<file path="src/include/ias_pkg.sv">
// Purpose: shared types and constants for the interrupt acknowledge sequencer
// Assumes: one 25 MHz clock, active-low asynchronous reset
// Notes:   pins with a trailing slash on the board are carried as *_b here
package ias_pkg;
  localparam int CLK_PERIOD_NS  = 40;
  localparam int VEC_W          = 8;
  localparam int CASC_W         = 3;
  localparam int NUM_IRQ        = 8;
  localparam int VEC_SHIFT      = 2;
  localparam logic [4:0] VEC_BASE_RST = 5'h08;
  localparam logic [7:0] IRQ_MODE_RST = 8'h40;
  localparam logic [2:0] SYNC_RST     = 3'h0;

  typedef enum {
    IAS_IDLE,
    IAS_ACK1,
    IAS_GAP,
    IAS_ACK2,
    IAS_DONE
  } ias_state_t;

  typedef struct packed {
    logic        local_vector_buffer_enable_b;
    logic        bus_vector_driver_enable_b;
    logic        controller_data_enable_b;
    logic        first_ack_ready_flag_b;
    logic        cpu_ready;
  } ias_enables_t;
endpackage

</file>
<file path="src/hw/ias_sync.sv">
// Purpose: three-stage input synchroniser with agreement filter
// Assumes: input may change at any time relative to clk
// Notes:   stage one is read only by stage two
`timescale 1ns/1ns
`default_nettype none
module ias_sync
  import ias_pkg::*;
#(
  parameter int W = 1
) (
  input  wire logic         clk,
  input  wire logic         rst_b,
  input  wire logic [W-1:0] d,
  input  wire logic [W-1:0] rst_val,
  output var  logic [W-1:0] q
);
  logic [W-1:0] s1;
  logic [W-1:0] s2;
  logic [W-1:0] s3;
  logic         armed;

  always_ff @(posedge clk or negedge rst_b) begin
    if (!rst_b) begin
      s1 <= '0;
      s2 <= '0;
      s3 <= '0;
    end else if (!armed) begin
      // Stages two and three start at idle, so no false change after reset
      s1 <= d;
      s2 <= rst_val;
      s3 <= rst_val;
    end else begin
      s1 <= d;
      s2 <= s1;
      s3 <= s2;
    end
  end

  // Output moves only when stages two and three agree
  always_ff @(posedge clk or negedge rst_b) begin
    if (!rst_b) begin
      q     <= '0;
      armed <= 1'b0;
    end else if (!armed) begin
      q     <= rst_val;
      armed <= 1'b1;
    end else if (s2 == s3) begin
      q <= s3;
    end
  end
endmodule
`default_nettype wire

</file>
<file path="src/hw/ias_top.sv">
// Purpose: interrupt request and two-strobe acknowledge sequencing
// Assumes: CPU status and strobe pins arrive asynchronously
// Notes:   vector fills the whole 8-bit data output, no spare bits
`timescale 1ns/1ns
`default_nettype none
module ias_top
  import ias_pkg::*;
#(
  parameter int            N_IRQ     = NUM_IRQ,
  parameter logic [4:0]    VEC_BASE  = VEC_BASE_RST,
  parameter logic [7:0]    BUS_MODE  = IRQ_MODE_RST
) (
  input  wire logic              clk,
  input  wire logic              rst_b,
  input  wire logic [N_IRQ-1:0]  irq_lines,
  input  wire logic              int_ack_strobe_b,
  input  wire logic              addr_latch_strobe,
  input  wire logic              nmi_active,
  input  wire logic              cpu_int_enable,
  input  wire logic              eoi_pulse,
  input  wire logic              bus_transfer_ack_b,
  input  wire logic [VEC_W-1:0]  bus_low_data_lines_b,
  output var  logic              cpu_irq_input,
  output var  logic              bus_request,
  output var  logic              bus_lock_b,
  output var  logic              cascade_enable_status,
  output var  logic              qualified_cascade_enable_b,
  output var  logic [CASC_W-1:0] cpu_addr_bits_8_to_10,
  output var  logic [CASC_W-1:0] bus_addr_lines_8_to_10_b,
  output var  logic [VEC_W-1:0]  cpu_data,
  output var  logic [VEC_W+1:0]  restart_addr,
  output var  logic              local_vectored_mode,
  output var  logic              bus_vectored_mode,
  output var  ias_enables_t      enables
);
  ias_state_t         state;
  logic [N_IRQ-1:0]   in_service;
  logic [CASC_W-1:0]  chosen;
  logic [CASC_W-1:0]  next_chosen;
  logic               next_valid;
  logic [N_IRQ+2:0]   raw_in;
  logic [N_IRQ+2:0]   sync_q;
  logic [N_IRQ-1:0]   irq_s;
  logic               ack_s;
  logic               ale_s;
  logic               ack_d;
  logic               ale_d;
  logic               ack_fall;
  logic               ack_rise;
  logic               ale_fall;
  logic               is_bus;
  logic [CASC_W-1:0]  casc_hold;

  // Strobe and slave ack carried asserted-high inside, so reset matches idle
  assign raw_in = {~int_ack_strobe_b, addr_latch_strobe, ~bus_transfer_ack_b, irq_lines};

  ias_sync #(.W(N_IRQ + 3)) u_sync (
    .clk     (clk),
    .rst_b   (rst_b),
    .d       (raw_in),
    .rst_val ('0),
    .q       (sync_q)
  );
  assign irq_s    = sync_q[N_IRQ-1:0];
  assign ale_s    = sync_q[N_IRQ+1];
  assign ack_s    = sync_q[N_IRQ+2];
  assign ack_fall = !ack_d && ack_s;
  assign ack_rise = ack_d && !ack_s;
  assign ale_fall = ale_d && !ale_s;
  assign is_bus   = BUS_MODE[chosen];

  // Lowest line number wins; must beat every line already in service
  function automatic logic [CASC_W:0] pick(input logic [N_IRQ-1:0] req,
                                           input logic [N_IRQ-1:0] isr);
    logic [CASC_W:0] r;
    logic            blocked;
    r       = '0;
    blocked = 1'b0;
    for (int i = 0; i < N_IRQ; i++) begin
      if (isr[i]) blocked = 1'b1;
      if (!blocked && req[i] && !r[CASC_W] && !isr[i]) r = {1'b1, CASC_W'(i)};
    end
    return r;
  endfunction

  always_comb begin
    {next_valid, next_chosen} = pick(irq_s, in_service);
  end

  always_ff @(posedge clk or negedge rst_b) begin
    if (!rst_b) begin
      ack_d <= 1'b0;
      ale_d <= 1'b0;
    end else begin
      ack_d <= ack_s;
      ale_d <= ale_s;
    end
  end

  // Sequence: each strobe is counted on its falling edge
  always_ff @(posedge clk or negedge rst_b) begin
    if (!rst_b) begin
      state <= IAS_IDLE;
    end else begin
      case (state)
        IAS_IDLE: if (ack_fall && cpu_irq_input && !nmi_active && cpu_int_enable) begin
          state <= IAS_ACK1;
        end
        IAS_ACK1: if (ack_rise) begin
          state <= IAS_GAP;
        end
        IAS_GAP: if (ack_fall) begin
          state <= IAS_ACK2;
        end
        IAS_ACK2: if (ack_rise) begin
          state <= IAS_DONE;
        end
        IAS_DONE: state <= IAS_IDLE;
        default: state <= IAS_IDLE;
      endcase
    end
  end

  // Frozen choice: cannot change from first strobe to vector delivery
  always_ff @(posedge clk or negedge rst_b) begin
    if (!rst_b) begin
      chosen <= '0;
    end else if (state == IAS_IDLE && next_valid) begin
      chosen <= next_chosen;
    end
  end

  always_ff @(posedge clk or negedge rst_b) begin
    if (!rst_b) begin
      in_service    <= '0;
      cpu_irq_input <= 1'b0;
    end else begin
      if (state == IAS_DONE) begin
        in_service[chosen] <= 1'b1;
      end else if (eoi_pulse) begin
        in_service <= '0;
      end
      cpu_irq_input <= (state == IAS_IDLE) && next_valid;
    end
  end

  // Bus owned and locked over both cycles, whatever the mode
  always_ff @(posedge clk or negedge rst_b) begin
    if (!rst_b) begin
      bus_request           <= 1'b0;
      bus_lock_b            <= 1'b1;
      cascade_enable_status <= 1'b0;
    end else begin
      bus_request           <= state inside {IAS_ACK1, IAS_GAP, IAS_ACK2};
      bus_lock_b            <= !(state inside {IAS_ACK1, IAS_GAP, IAS_ACK2});
      cascade_enable_status <= (state == IAS_ACK1);
    end
  end

  // Pending flop: set by first strobe, cleared by second
  always_ff @(posedge clk or negedge rst_b) begin
    if (!rst_b) begin
      enables <= '{1'b1, 1'b1, 1'b1, 1'b1, 1'b0};
    end else begin
      if (state == IAS_IDLE && ack_fall && cpu_irq_input && !nmi_active && cpu_int_enable) begin
        enables.first_ack_ready_flag_b <= 1'b0;
      end else if (state == IAS_GAP && ack_fall) begin
        enables.first_ack_ready_flag_b <= 1'b1;
      end
      enables.controller_data_enable_b <=
        !((state == IAS_ACK2 && !is_bus) || (state inside {IAS_ACK1, IAS_GAP, IAS_ACK2} && is_bus));
      enables.local_vector_buffer_enable_b <= !(state == IAS_ACK2 && !is_bus);
      enables.bus_vector_driver_enable_b <=
        !(state inside {IAS_ACK1, IAS_GAP, IAS_ACK2} && is_bus);
      enables.cpu_ready <= (state == IAS_ACK1) ||
                           (state == IAS_ACK2 && (!is_bus || sync_q[N_IRQ]));
    end
  end

  // Cascade code on address bits while qualified enable active
  always_ff @(posedge clk or negedge rst_b) begin
    if (!rst_b) begin
      qualified_cascade_enable_b <= 1'b1;
      cpu_addr_bits_8_to_10      <= '0;
      casc_hold                  <= '0;
      bus_addr_lines_8_to_10_b   <= '1;
    end else begin
      qualified_cascade_enable_b <= !(state == IAS_ACK1 && is_bus);
      cpu_addr_bits_8_to_10      <= (state == IAS_ACK1 && is_bus) ? chosen : '0;
      if (ale_fall && state == IAS_ACK1 && is_bus) begin
        casc_hold                <= chosen;
        bus_addr_lines_8_to_10_b <= ~chosen;
      end else if (state == IAS_DONE) begin
        bus_addr_lines_8_to_10_b <= '1;
      end
    end
  end

  // Vector: local from base and line, bus from inverted slave data
  always_ff @(posedge clk or negedge rst_b) begin
    if (!rst_b) begin
      cpu_data            <= '0;
      restart_addr        <= '0;
      local_vectored_mode <= 1'b0;
      bus_vectored_mode   <= 1'b0;
    end else begin
      local_vectored_mode <= !is_bus;
      bus_vectored_mode   <= is_bus;
      if (state == IAS_ACK2 && !is_bus) begin
        cpu_data     <= {VEC_BASE, chosen};
        restart_addr <= {VEC_BASE, chosen, 2'b00};
      // Taken once: slave lets go before its ack leaves the synchroniser
      end else if (state == IAS_ACK2 && is_bus && sync_q[N_IRQ] && !enables.cpu_ready) begin
        cpu_data     <= ~bus_low_data_lines_b;
        restart_addr <= {~bus_low_data_lines_b, 2'b00};
      end
    end
  end

  lock_span_a: assert property (@(posedge clk) disable iff (!rst_b)
    (state == IAS_GAP) |=> !bus_lock_b) else $error("lock dropped between strobes");
  ready_pair_a: assert property (@(posedge clk) disable iff (!rst_b)
    (state == IAS_ACK1) |=> enables.cpu_ready) else $error("no ready in first cycle");
  irq_gate_a: assert property (@(posedge clk) disable iff (!rst_b)
    (state != IAS_IDLE) |=> !cpu_irq_input) else $error("request during acknowledge");
  choice_hold_a: assert property (@(posedge clk) disable iff (!rst_b)
    (state inside {IAS_ACK1, IAS_GAP}) |=> $stable(chosen)) else $error("choice moved");
  local_den_a: assert property (@(posedge clk) disable iff (!rst_b)
    (state == IAS_ACK2 && !is_bus) |=> !enables.local_vector_buffer_enable_b)
    else $error("local buffer off");
  bus_den_a: assert property (@(posedge clk) disable iff (!rst_b)
    (state == IAS_ACK1 && is_bus) |=> !enables.bus_vector_driver_enable_b)
    else $error("bus driver off");
  casc_route_a: assert property (@(posedge clk) disable iff (!rst_b)
    (state == IAS_ACK1 && is_bus) |=> cpu_addr_bits_8_to_10 == $past(chosen))
    else $error("cascade code missing");
  vec_scale_a: assert property (@(posedge clk) disable iff (!rst_b)
    (state == IAS_ACK2 && !is_bus) |=> restart_addr == {cpu_data, 2'b00})
    else $error("restart not vector times four");
endmodule
`default_nettype wire

</file>
<file path="config.mk">
export PLATFORM = sky130hd
export DESIGN_NAME = ias_top
export DESIGN_NICKNAME = d
export VERILOG_FILES = /design/src/include/ias_pkg.sv /design/src/hw/ias_sync.sv /design/src/hw/ias_top.sv
export SDC_FILE = /design/constraint.sdc
export NUM_CORES = 1
export LEC_CHECK = 0
export ABC_AREA = 1
export BUFFER_PORTS_ARGS = -buffer_cell sky130_fd_sc_hd__buf_2
export CAP_MARGIN = 40
export CORE_AREA = 3 3 59 116
export CTS_CLUSTER_DIAMETER = 150
export DETAILED_ROUTE_END_ITERATION = 8
export DIE_AREA = 0 0 62 119
export GPL_TIMING_DRIVEN = 0
export HOLD_SLACK_MARGIN = 0.08
export PLACE_DENSITY = 0.91
export SETUP_SLACK_MARGIN = 0.3
export SLEW_MARGIN = 20
export SYNTH_ARGS = -nofsm -noshare
export SYNTH_HDL_FRONTEND = slang
export SYNTH_SLANG_ARGS = --single-unit
export TNS_END_PERCENT = 1
</file>
<file path="constraint.sdc">
create_clock -name clk -period 3.1 [get_ports clk]
set_input_delay 0.31 -clock clk [delete_from_list [all_inputs] [get_ports clk]]
set_output_delay 0.31 -clock clk [all_outputs]
set_load 0.03 [all_outputs]
</file>
==> results of run 1 <==
## state kept, by name (all words and copies together), names as in the netlist, 5 cells and up
register,flops
u_sync.q,11
u_sync.s2,11
enables,5
u_sync.s1,11
restart_addr,8
in_service,8
u_sync.s3,11
## through the flow
step,std cells,util [%],hold slack (ps),total power [mW],setup WS (ps)
floorplan,366,-,14.4,1.73,1750
global placement,507,65.5,385,1.87,1120
detailed placement,508,65.8,325,1.90,1500
CTS,534,73.8,96.8,3.25,1480
global route,534,73.8,111,3.37,1320
finish,534,73.8,111,3.23,1470
## worst paths after layout
kind                                                       to  slack, ps  cells after the start
max                                     chosen[2]$_DFFE_PN0P_       1470                     10
min in group asynchronous  cpu_addr_bits_8_to_10[2]$_DFF_PN0_        500                      2
max reg2reg                             chosen[2]$_DFFE_PN0P_       1470                     10
min reg2reg                                   ack_d$_DFF_PN0_        410                      0
max in group asynchronous              enables[1]$_DFFE_PN1P_       1950                      3
min                                   u_sync.s1[10]$_DFF_PN0_        110                      2
## timing repair
item	4_1_cts	5_1_grt
hold buffers	10	0
buffers inserted	0	0
endpoints found under the hold margin	47	0
gates resized for setup	0	0
## layer usage
metal	GRT usage (%)	up-vias	share of wire [%]
li1	-	1294	-
met1	19.3	1269	33
met2	39.0	90	58
met3	5.86	28	4.9
met4	12.5	0	4.1
met5	0	-	0
## power groups by stage
| stage | Sequential [mW] | Combinational (mW) | Clock (mW) |
|---|---|---|---|
| after global placement | 1.32 | 0.547 | 0 |
| after CTS | 1.31 | 0.594 | 1.35 |
| after global routing | 1.32 | 0.658 | 1.39 |
| final | 1.31 | 0.587 | 1.34 |
| after detailed placement | 1.33 | 0.574 | 0 |
| after floorplan | 1.44 | 0.287 | 0 |
## area by class of cell
class | count | area [µm²]
Sequential cell | 87 | 2190
Tap cell | 84 | 105
Clock inverter | 5 | 128
Inverter | 66 | 248
Fill cell | 410 | 1590
Buffer | 19 | 114
Timing Repair Buffer | 68 | 408
Multi-Input combinational cell | 194 | 1020
Clock buffer | 11 | 253
## logic make-up after synthesis
| family | after synthesis | synth area share [%] |
|---|---|---|
| other cells | 2 | 0.211 |
| xor+xnor | 9 | 2.21 |
| compound gates | 32 | 5.79 |
| buf+inv | 85 | 10.1 |
| simple gates | 149 | 20.3 |
| flops | 87 | 61.3 |
## cell usage in the layout (no fill, tap or decap), types with 2 or more instances in the layout
cell type      synthesis  routed
clkbuf_8               0       2
bufinv_16              0       4
o211ai_1               2       2
a32oi_1                6       6
nor2_2                 5       5
dfstp_2                9       9
buf_2                  4      60
or2_2                  2       2
a21oi_1                5       5
nand4_1               12      12
nand3_2                2       2
nor2_1                22      22
clkbuf_1               5       5
inv_2                  4       4
nand3_1               20      20
xor2_1                 4       4
nand2_1               71      71
clkbuf_16              0       9
o221ai_1               2       2
dlygate4sd3_1          0      10
xnor2_1                5       5
o21ai_1                2       2
dfrtp_1               78      78
o21ai_0               10      10
nand2_2                2       2
nor3_1                 5       5
inv_1                 61      61
conb_1                 2       4
buf_4                 10      11
nor2_4                 3       3
==> results_dict.tcl, run 1 <==
set metrics [dict create \
    outcome "completed" \
    dieArea_um2 7380 \
    slew_violations 0 \
    vias_per_cell 5.02 \
    synth_area_um2 3570 \
    crit_chain "nor2_4, nand4_2, nor2_2, nand3_1, nand3_2, inv_1, nand2_1, nand2_1, nand2_1, nand2_1" \
    setup-tns-final_ps 0 \
    num_rows 40 \
    fin_nets 469 \
    required_ps 3330 \
    clock_sinks 87 \
    dpl_cell_area_um2 3990 \
    critPathMaxFanout 6 \
    final_layout_size_suffix_gt1_share_pct 26.7 \
    synth_top_area_cell "dfrtp_1" \
    io-pin-count 60 \
    syn-mean-instance-area_um2 9.80 \
    ys_seq_area_share_pct 61.3 \
    finClkSkew_ps 4.77 \
    ant_nets 0 \
    design_area_um2 4470 \
    wl_per_cell_um 13.1 \
    clock_power_share_pct 41.4 \
    power_frac_comb_pct 18.2 \
    startpoint "in_service[1]$_DFFE_PN0P_" \
    synthDistinctLibCells 37 \
    p_int_mw 2.34 \
    startpoint_type "flip-flop" \
    synthFlopType "dfrtp_1" \
    root_buffer "clkbuf_16" \
    syn_inst 364 \
    leakage_nw 2.49 \
    critical_path_buf_inv_count 1 \
    pwr-share-seq_pct 40.4 \
    yosysWarningCount 0 \
    clock.fmax_ghz 0.614 \
    min_period_ps 1630 \
    antennaDiodeCount 0 \
    crit_slowest_cell "dfrtp_1" \
    max-vdd-ir-drop_mv 0.448 \
    drc 0 \
    grt_pass1_wl_um 11700 \
    critPathMaxStageDelay_ps 410 \
    cp.arrival_ps 1860 \
    synth_edf_count 0 \
    crit_type "reg -> reg" \
    synth-seq-cells 87 \
    initial_core_util_pct 58.9 \
    htreeDepth 3 \
    clk_path_buf_depth 2 \
    antenna_found_initial 0 \
    cts_buffers 9 \
    yosysMostFrequentCell "dfrtp_1" \
    io_buffers 57 \
    firstDrtPassIters 4 \
    hpwl_um 5080 \
    swShare_pct 27.6 \
    core_area_um2 6060 \
    rsz0062_at_grt "no" \
    routed_wirelength_um 7020 \
    maxCapViolCount 0 \
    hp-class "in -> reg" \
    synth_top_area_share_pct 54.7 \
    drt_iter0_drc 112 \
    die_height_um 119 \
    worstMarginPinSlew_ps 531 \
    post-route-period-util_pct 52.5 \
    hold_start "int_ack_strobe_b" \
    gp_congestion 0.843 \
    p_sw_mw 0.891 \
    grt_usage_pct 21.5 \
    synthTopCellsByArea "dfrtp_1 (55%), nand2_1 (7.5%), dfstp_2 (6.6%)" \
    grt_max_degree 46 \
    clkLatencyLatePin_ps 340 \
    path_clk_slew_ps 60 \
    worst_path_most_repeated_cell "nand2_1" \
    synthArstFlopShare_pct 100 \
    end_kind "flip-flop" \
    powerDensity_nw_per_um2 723 \
    hold_viol_final 0 \
    die_w_um 62 \
    area_growth_pct 25.3 \
    rr_startpoint "in_service[1]$_DFFE_PN0P_" \
    tritoncts "yes" \
    grt_pass1_vias 2795 \
    maxSlewHeadroom_pct 64.6 \
    overflow 0 \
    setup_violations 0 \
    crit_family "simple AND/OR/NAND/NOR gates" \
    vias 2681 \
    synth_commonest_cells "dfrtp_1 (78), nand2_1 (71), inv_1 (61)" \
]
(Power assumes the default switching activity.)
==> run 2: changes to the inputs <==
--- a/config.mk
+++ b/config.mk
@@ -8,13 +8,13 @@
 export ABC_AREA = 1
 export BUFFER_PORTS_ARGS = -buffer_cell sky130_fd_sc_hd__buf_2
 export CAP_MARGIN = 40
-export CORE_AREA = 3 3 59 116
+export CORE_AREA = 3 3 64 126
 export CTS_CLUSTER_DIAMETER = 150
 export DETAILED_ROUTE_END_ITERATION = 8
-export DIE_AREA = 0 0 62 119
+export DIE_AREA = 0 0 67 129
 export GPL_TIMING_DRIVEN = 0
 export HOLD_SLACK_MARGIN = 0.08
-export PLACE_DENSITY = 0.91
+export PLACE_DENSITY = 0.82
 export SETUP_SLACK_MARGIN = 0.3
 export SLEW_MARGIN = 20
 export SYNTH_ARGS = -nofsm -noshare
==> constraint.sdc (replaced) <==
create_clock -name clk -period 1.4 [get_ports clk]
set_input_delay 0.14 -clock clk [delete_from_list [all_inputs] [get_ports clk]]
set_output_delay 0.14 -clock clk [all_outputs]
set_load 0.03 [all_outputs]
==> run 2 against run 1 <==
The run now ends with setup timing left; register-to-register slack got worse by 1600 ps; first-iteration DRC count rose by 52%; global-route usage fell by 2.8 points; die area rose by 17%; clock skew rose by 2.1 ps; setup slack got worse by 1600 ps; critical path type unchanged; critical endpoint is now chosen[0]$_DFFE_PN0P_.
==> results_dict.tcl, run 2 (synthesized netlist as in run 1, its figures left out) <==
set metrics [dict create \
    gp_congestion 0.848 \
    r2r_setup_slack_ps -150 \
    die_height_um 129 \
    p_sw_mw 2.03 \
    tritoncts "yes" \
    violations "setup timing" \
    grt_pass1_wl_um 12200 \
    hold_viol_final 0 \
    antenna_found_initial 0 \
    post-route-period-util_pct 111 \
    core_area_um2 7270 \
    clkLatencyLatePin_ps 340 \
    startpoint_type "flip-flop" \
    power_frac_comb_pct 21.6 \
    r2r-end "chosen[0]$_DFFE_PN0P_" \
    cp.arrival_ps 1830 \
    min_period_ps 1550 \
    startpoint "in_service[0]$_DFFE_PN0P_" \
    clock_power_share_pct 36.9 \
    hold_ws_ps 186 \
    swShare_pct 28.9 \
    root_buffer "clkbuf_16" \
    clock.fmax_ghz 0.645 \
    multiInputGateArea_um2 1100 \
    required_ps 1670 \
    antennaDiodeCount 0 \
    vias 2748 \
    fill_cells 541 \
    grt_max_degree 64 \
    hpwl_um 4920 \
    clk_path_buf_depth 2 \
    reg2reg_depth 9 \
    io-pin-count 60 \
    dp.cells 516 \
    layout_commonest_cell "dfrtp_1" \
    dieArea_um2 8640 \
    initial_core_util_pct 49.1 \
    crit_chain "nor2_4, buf_4, a21oi_2, nand3_2, nor2_2, nand3_2, o21ai_1, nand2_1, nand2_1" \
    end_kind "flip-flop" \
    crit_slowest_cell "dfrtp_1" \
    vias_per_cell 4.94 \
    num_rows 44 \
    p_int_mw 5.00 \
    die_w_um 67 \
    drt_iter0_drc 170 \
    critPathMaxFanout 5 \
    final_layout_size_suffix_gt1_share_pct 30.6 \
    clock_sinks 87 \
    leakage_nw 2.60 \
    area_growth_pct 34.6 \
    hp-class "in -> reg" \
    slew_violations 0 \
    layout_setup_ws_ps -151 \
    path_clk_slew_ps 60 \
    crit_type "reg -> reg" \
    final_cell_mix "dfrtp_1 (77), nand2_1 (69), inv_1 (59)" \
    routed_wirelength_um 7360 \
    final_util_pct 66.1 \
    crit_end "chosen[0]$_DFFE_PN0P_" \
    maxCapViolCount 0 \
    finClkSkew_ps 6.88 \
    max-vdd-ir-drop_mv 1.41 \
    cts_buffers 9 \
    htreeDepth 3 \
    final-instance-count-excl-fill 556 \
    outcome "finished, violations left" \
    wl_per_cell_um 13.2 \
    powerDensity_nw_per_um2 1460 \
    ant_nets 0 \
    overflow 0 \
    setup_violations 25 \
    drc 0 \
    firstDrtPassIters 4 \
    grt_usage_pct 18.8 \
    rr_startpoint "in_service[0]$_DFFE_PN0P_" \
    rsz0062_at_grt "yes" \
    fin_nets 483 \
    critPathMaxStageDelay_ps 390 \
    io_buffers 57 \
    grt_pass1_vias 2862 \
    pwr-share-seq_pct 41.4 \
    seq_area_um2 2190 \
]
==> run 2: changes by cell type in the layout (fill, tap and decap cells not counted), sizes merged <==
cell	previous run	this run
clkinv	1	3
buf	72	76
dlygate4sd3	10	20
clkinvlp	1	0
clkbuf	16	17
bufinv	4	2
==> run 2: what timing repair did <==
action | in CTS | in global routing
resized for setup | 64 | 6
pin swaps | 5 | 3
hold buffers | 20 | 0
endpoints found under the setup margin | 79 | 86
hold endpoints to repair | 102 | 0
buffers inserted | 3 | 1
==> run 2: power by group through the flow <==
stage               registers, mW  clock network, mW  logic [mW]
floorplan                    3.19                  0       0.635
global placement             2.92                  0        1.22
detailed placement           2.93                  0        1.27
CTS                          2.91               2.65        1.49
global route                 2.94               2.75        1.66
finish                       2.91               2.60        1.52
==> run 2: final cells by class <==
type | count | area share (%)
multi-input combinational | 194 | 23.0
inverter | 66 | 5.29
buffer | 19 | 3.23
clock inverter | 4 | 1.62
sequential | 87 | 45.6
timing repair buffer | 82 | 13.6
clock buffer | 12 | 5.34
tap | 92 | 2.40
==> run 2: how the worst min path moves through the flow <==
stage,start,end,slack [ps],depth (start not counted)
detailed placement,rst_b,cpu_addr_bits_8_to_10[2]$_DFF_PN0_,70,1
finish,cpu_int_enable,enables[1]$_DFFE_PN1P_,190,4
global route,cpu_int_enable,enables[1]$_DFFE_PN1P_,170,4
global placement,irq_lines[1],u_sync.s1[1]$_DFF_PN0_,250,1
floorplan,rst_b,ack_d$_DFF_PN0_,-160,0
CTS,cpu_int_enable,enables[1]$_DFFE_PN1P_,160,4
==> run 2: worst max-delay path: cells and delay by family, from the launching register on <==
kind            cells  cell delay, ps
buf+inv             1             140
compound gates      2             380
simple gates        6             580
flops               1             390
==> run 2: layer usage <==
layer  part of all wire [%]  vias to the layer above  global-route usage, %
met1                     33                     1312                   16.4
met5                      0                        -                      0
met4                    5.2                        0                   12.0
li1                       -                     1320                      -
met3                    4.7                       29                   5.85
met2                     57                       87                   34.7
==> run 2: metrics by stage <==
step	instance area [µm²]	setup slack, ps	power [mW]	setup TNS [ps]
6_report	4800	-151	7.03	-1710
5_1_grt	4800	-283	7.35	-5180
4_1_cts	4770	-130	7.05	-1590
3_5_place_dp	4010	-193	4.20	-2730
3_3_place_gp	3980	-415	4.14	-33760
2_1_floorplan	3570	49.3	3.82	0
==> run 3: changes to the inputs <==
--- a/config.mk
+++ b/config.mk
@@ -20,4 +20,3 @@
 export SYNTH_ARGS = -nofsm -noshare
 export SYNTH_HDL_FRONTEND = slang
 export SYNTH_SLANG_ARGS = --single-unit
-export TNS_END_PERCENT = 1
==> constraint.sdc (replaced) <==
create_clock -name clk -period 1.25 [get_ports clk]
set_input_delay 0.125 -clock clk [delete_from_list [all_inputs] [get_ports clk]]
set_output_delay 0.125 -clock clk [all_outputs]
set_load 0.03 [all_outputs]
==> run 3 against run 2 <==
The flow finishes with violations (hold timing, setup timing); final area is 19% higher; sequential cell count stayed put; critical path depth is 1 lower; sequential share of layout area is 7.2 points lower; clock power is 18% higher; routed wire length is 74% higher; critical path type unchanged.
==> results_dict.tcl, run 3 (synthesized netlist as in run 1, its figures left out) <==
set metrics [dict create \
    worstMarginPinSlew_ps 554 \
    firstDrtPassIters 6 \
    crit_chain "nor2_4, nand4_4, nor2_4, nand2_2, nor3_4, o21ai_1, nand2_1, nand2_2" \
    tritoncts "yes" \
    cp.arrival_ps 2140 \
    cts_buffers 9 \
    grt_max_degree 55 \
    rr_startpoint "in_service[0]$_DFFE_PN0P_" \
    end_kind "flip-flop" \
    hold_viol_final 28 \
    ant_nets 0 \
    design_area_um2 5720 \
    die_height_um 129 \
    finClkSkew_ps 12.8 \
    dieArea_um2 8640 \
    violations "hold timing, setup timing" \
    htreeDepth 3 \
    io-pin-count 60 \
    powerDensity_nw_per_um2 1670 \
    hp-class "in -> async" \
    r2r_setup_slack_ps -660 \
    clock_sinks 87 \
    clock.fmax_ghz 0.524 \
    crit_family "simple AND/OR/NAND/NOR gates" \
    antennaDiodeCount 0 \
    r2r-end "chosen[0]$_DFFE_PN0P_" \
    critPathMaxStageDelay_ps 430 \
    routed_wirelength_um 12800 \
    num_rows 44 \
    gp_congestion 0.840 \
    initial_core_util_pct 49.1 \
    crit_slowest_cell "dfrtp_1" \
    drt_iter0_drc 265 \
    rsz0062_at_grt "yes" \
    final_util_pct 78.7 \
    final-instance-count-excl-fill 586 \
    clk_path_buf_depth 2 \
    die_w_um 67 \
    final_cell_mix "dfrtp_1 (71), buf_6 (61), nand2_1 (52)" \
    critPathMaxFanout 6 \
    setup_violations 39 \
    startpoint_type "flip-flop" \
    crit_type "reg -> reg" \
    max-vdd-ir-drop_mv 1.46 \
    root_buffer "clkbuf_16" \
    critical_path_buf_inv_count 0 \
    grt_usage_pct 26.4 \
    maxSlewHeadroom_pct 63.1 \
    antenna_found_initial 0 \
    final_layout_size_suffix_gt1_share_pct 50.0 \
    hpwl_um 4940 \
    path_clk_slew_ps 70 \
    post-route-period-util_pct 153 \
    io_buffers 57 \
    required_ps 1480 \
    vias 3276 \
    fin_nets 513 \
    reg2reg_depth 8 \
    leakage_nw 2.95 \
    outcome "finished, violations left" \
    cts_hold_repair.buffers 18 \
    clkLatencyLatePin_ps 350 \
    vias_per_cell 5.59 \
    grt_pass1_vias 3396 \
    core_area_um2 7270 \
    drc 0 \
    maxCapViolCount 0 \
    layout_commonest_cell "dfrtp_1" \
    min_period_ps 1910 \
    grt_pass1_wl_um 16600 \
    area_growth_pct 60.3 \
    dpl_cell_area_um2 4120 \
    wl_per_cell_um 21.8 \
    hold_ws_ps -273 \
    layout_setup_ws_ps -657 \
    slew_violations 0 \
    overflow 0 \
    setup-tns-final_ps -10250 \
    dp.cells 516 \
]
[run 3: changes by cell type in the layout (fill, tap and decap cells not counted), sizes merged]
cell / before / now
buf: 76 / 110
clkbuf: 17 / 14
clkinvlp: 0 / 1
dlygate4sd3: 20 / 18
[run 3: repair_timing]
action,in CTS,in global routing
gates resized for setup,131,84
pin swaps,7,30
setup endpoints to repair,102,104
setup buffers,16,18
endpoints found under the hold margin,51,28
gates cloned,2,0
[run 3: per-stage QoR]
| stage | setup slack [ps] | total power [mW] |
|---|---|---|
| 6_report | -657 | 9.55 |
| 5_1_grt | -752 | 9.84 |
| 4_1_cts | -319 | 8.61 |
| 3_5_place_dp | -327 | 4.86 |
| 3_3_place_gp | -544 | 4.79 |
| 2_1_floorplan | -100 | 4.43 |
[run 3: how the worst max path moves through the flow]
stage | from | to | slack [ps] | depth (start not counted)
floorplan | in_service[1]$_DFFE_PN0P_ | chosen[1]$_DFFE_PN0P_ | -100 | 10
global placement | rst_b | u_sync.s1[2]$_DFF_PN0_ | -540 | 1
detailed placement | in_service[1]$_DFFE_PN0P_ | chosen[2]$_DFFE_PN0P_ | -330 | 8
CTS | in_service[1]$_DFFE_PN0P_ | chosen[2]$_DFFE_PN0P_ | -320 | 9
global route | in_service[0]$_DFFE_PN0P_ | chosen[2]$_DFFE_PN0P_ | -750 | 9
finish | in_service[0]$_DFFE_PN0P_ | chosen[0]$_DFFE_PN0P_ | -660 | 8
[run 3: power by group]
part,total (mW),leakage (nW),switching [mW],internal (mW)
logic,3.14,1.68,1.81,1.33
registers,3.35,1.10,0.221,3.13
clock network,3.07,0.165,1.15,1.92
total,9.55,2.95,3.17,6.38
[run 3: layer usage]
metal	wire length, µm	vias to the layer above	track usage (%)
li1	-	1389	-
met1	3900	1594	23.9
met2	6860	205	46.2
met3	922	88	7.42
met4	1080	0	21.7
met5	0	-	0
[run 3: worst reg2reg max path: cells and delay by family (launching register included)]
kind	cells	cell delay (ps)
flip-flops	1	430
AO/OA/AOI/OAI	1	190
AND/OR/NAND/NOR	7	1190
[run 3: cell type report]
| cell class | count | area [µm²] |
|---|---|---|
| fillers | 366 | 1550 |
| repair inverters | 1 | 11.3 |
| multi-input cells | 194 | 1500 |
| clock buffers | 12 | 267 |
| plain buffers | 19 | 203 |
| clock inverters | 4 | 76.3 |
| flip-flops and latches | 87 | 2200 |
| inverters | 66 | 283 |
| repair buffers | 111 | 1060 |
| well taps | 92 | 115 |
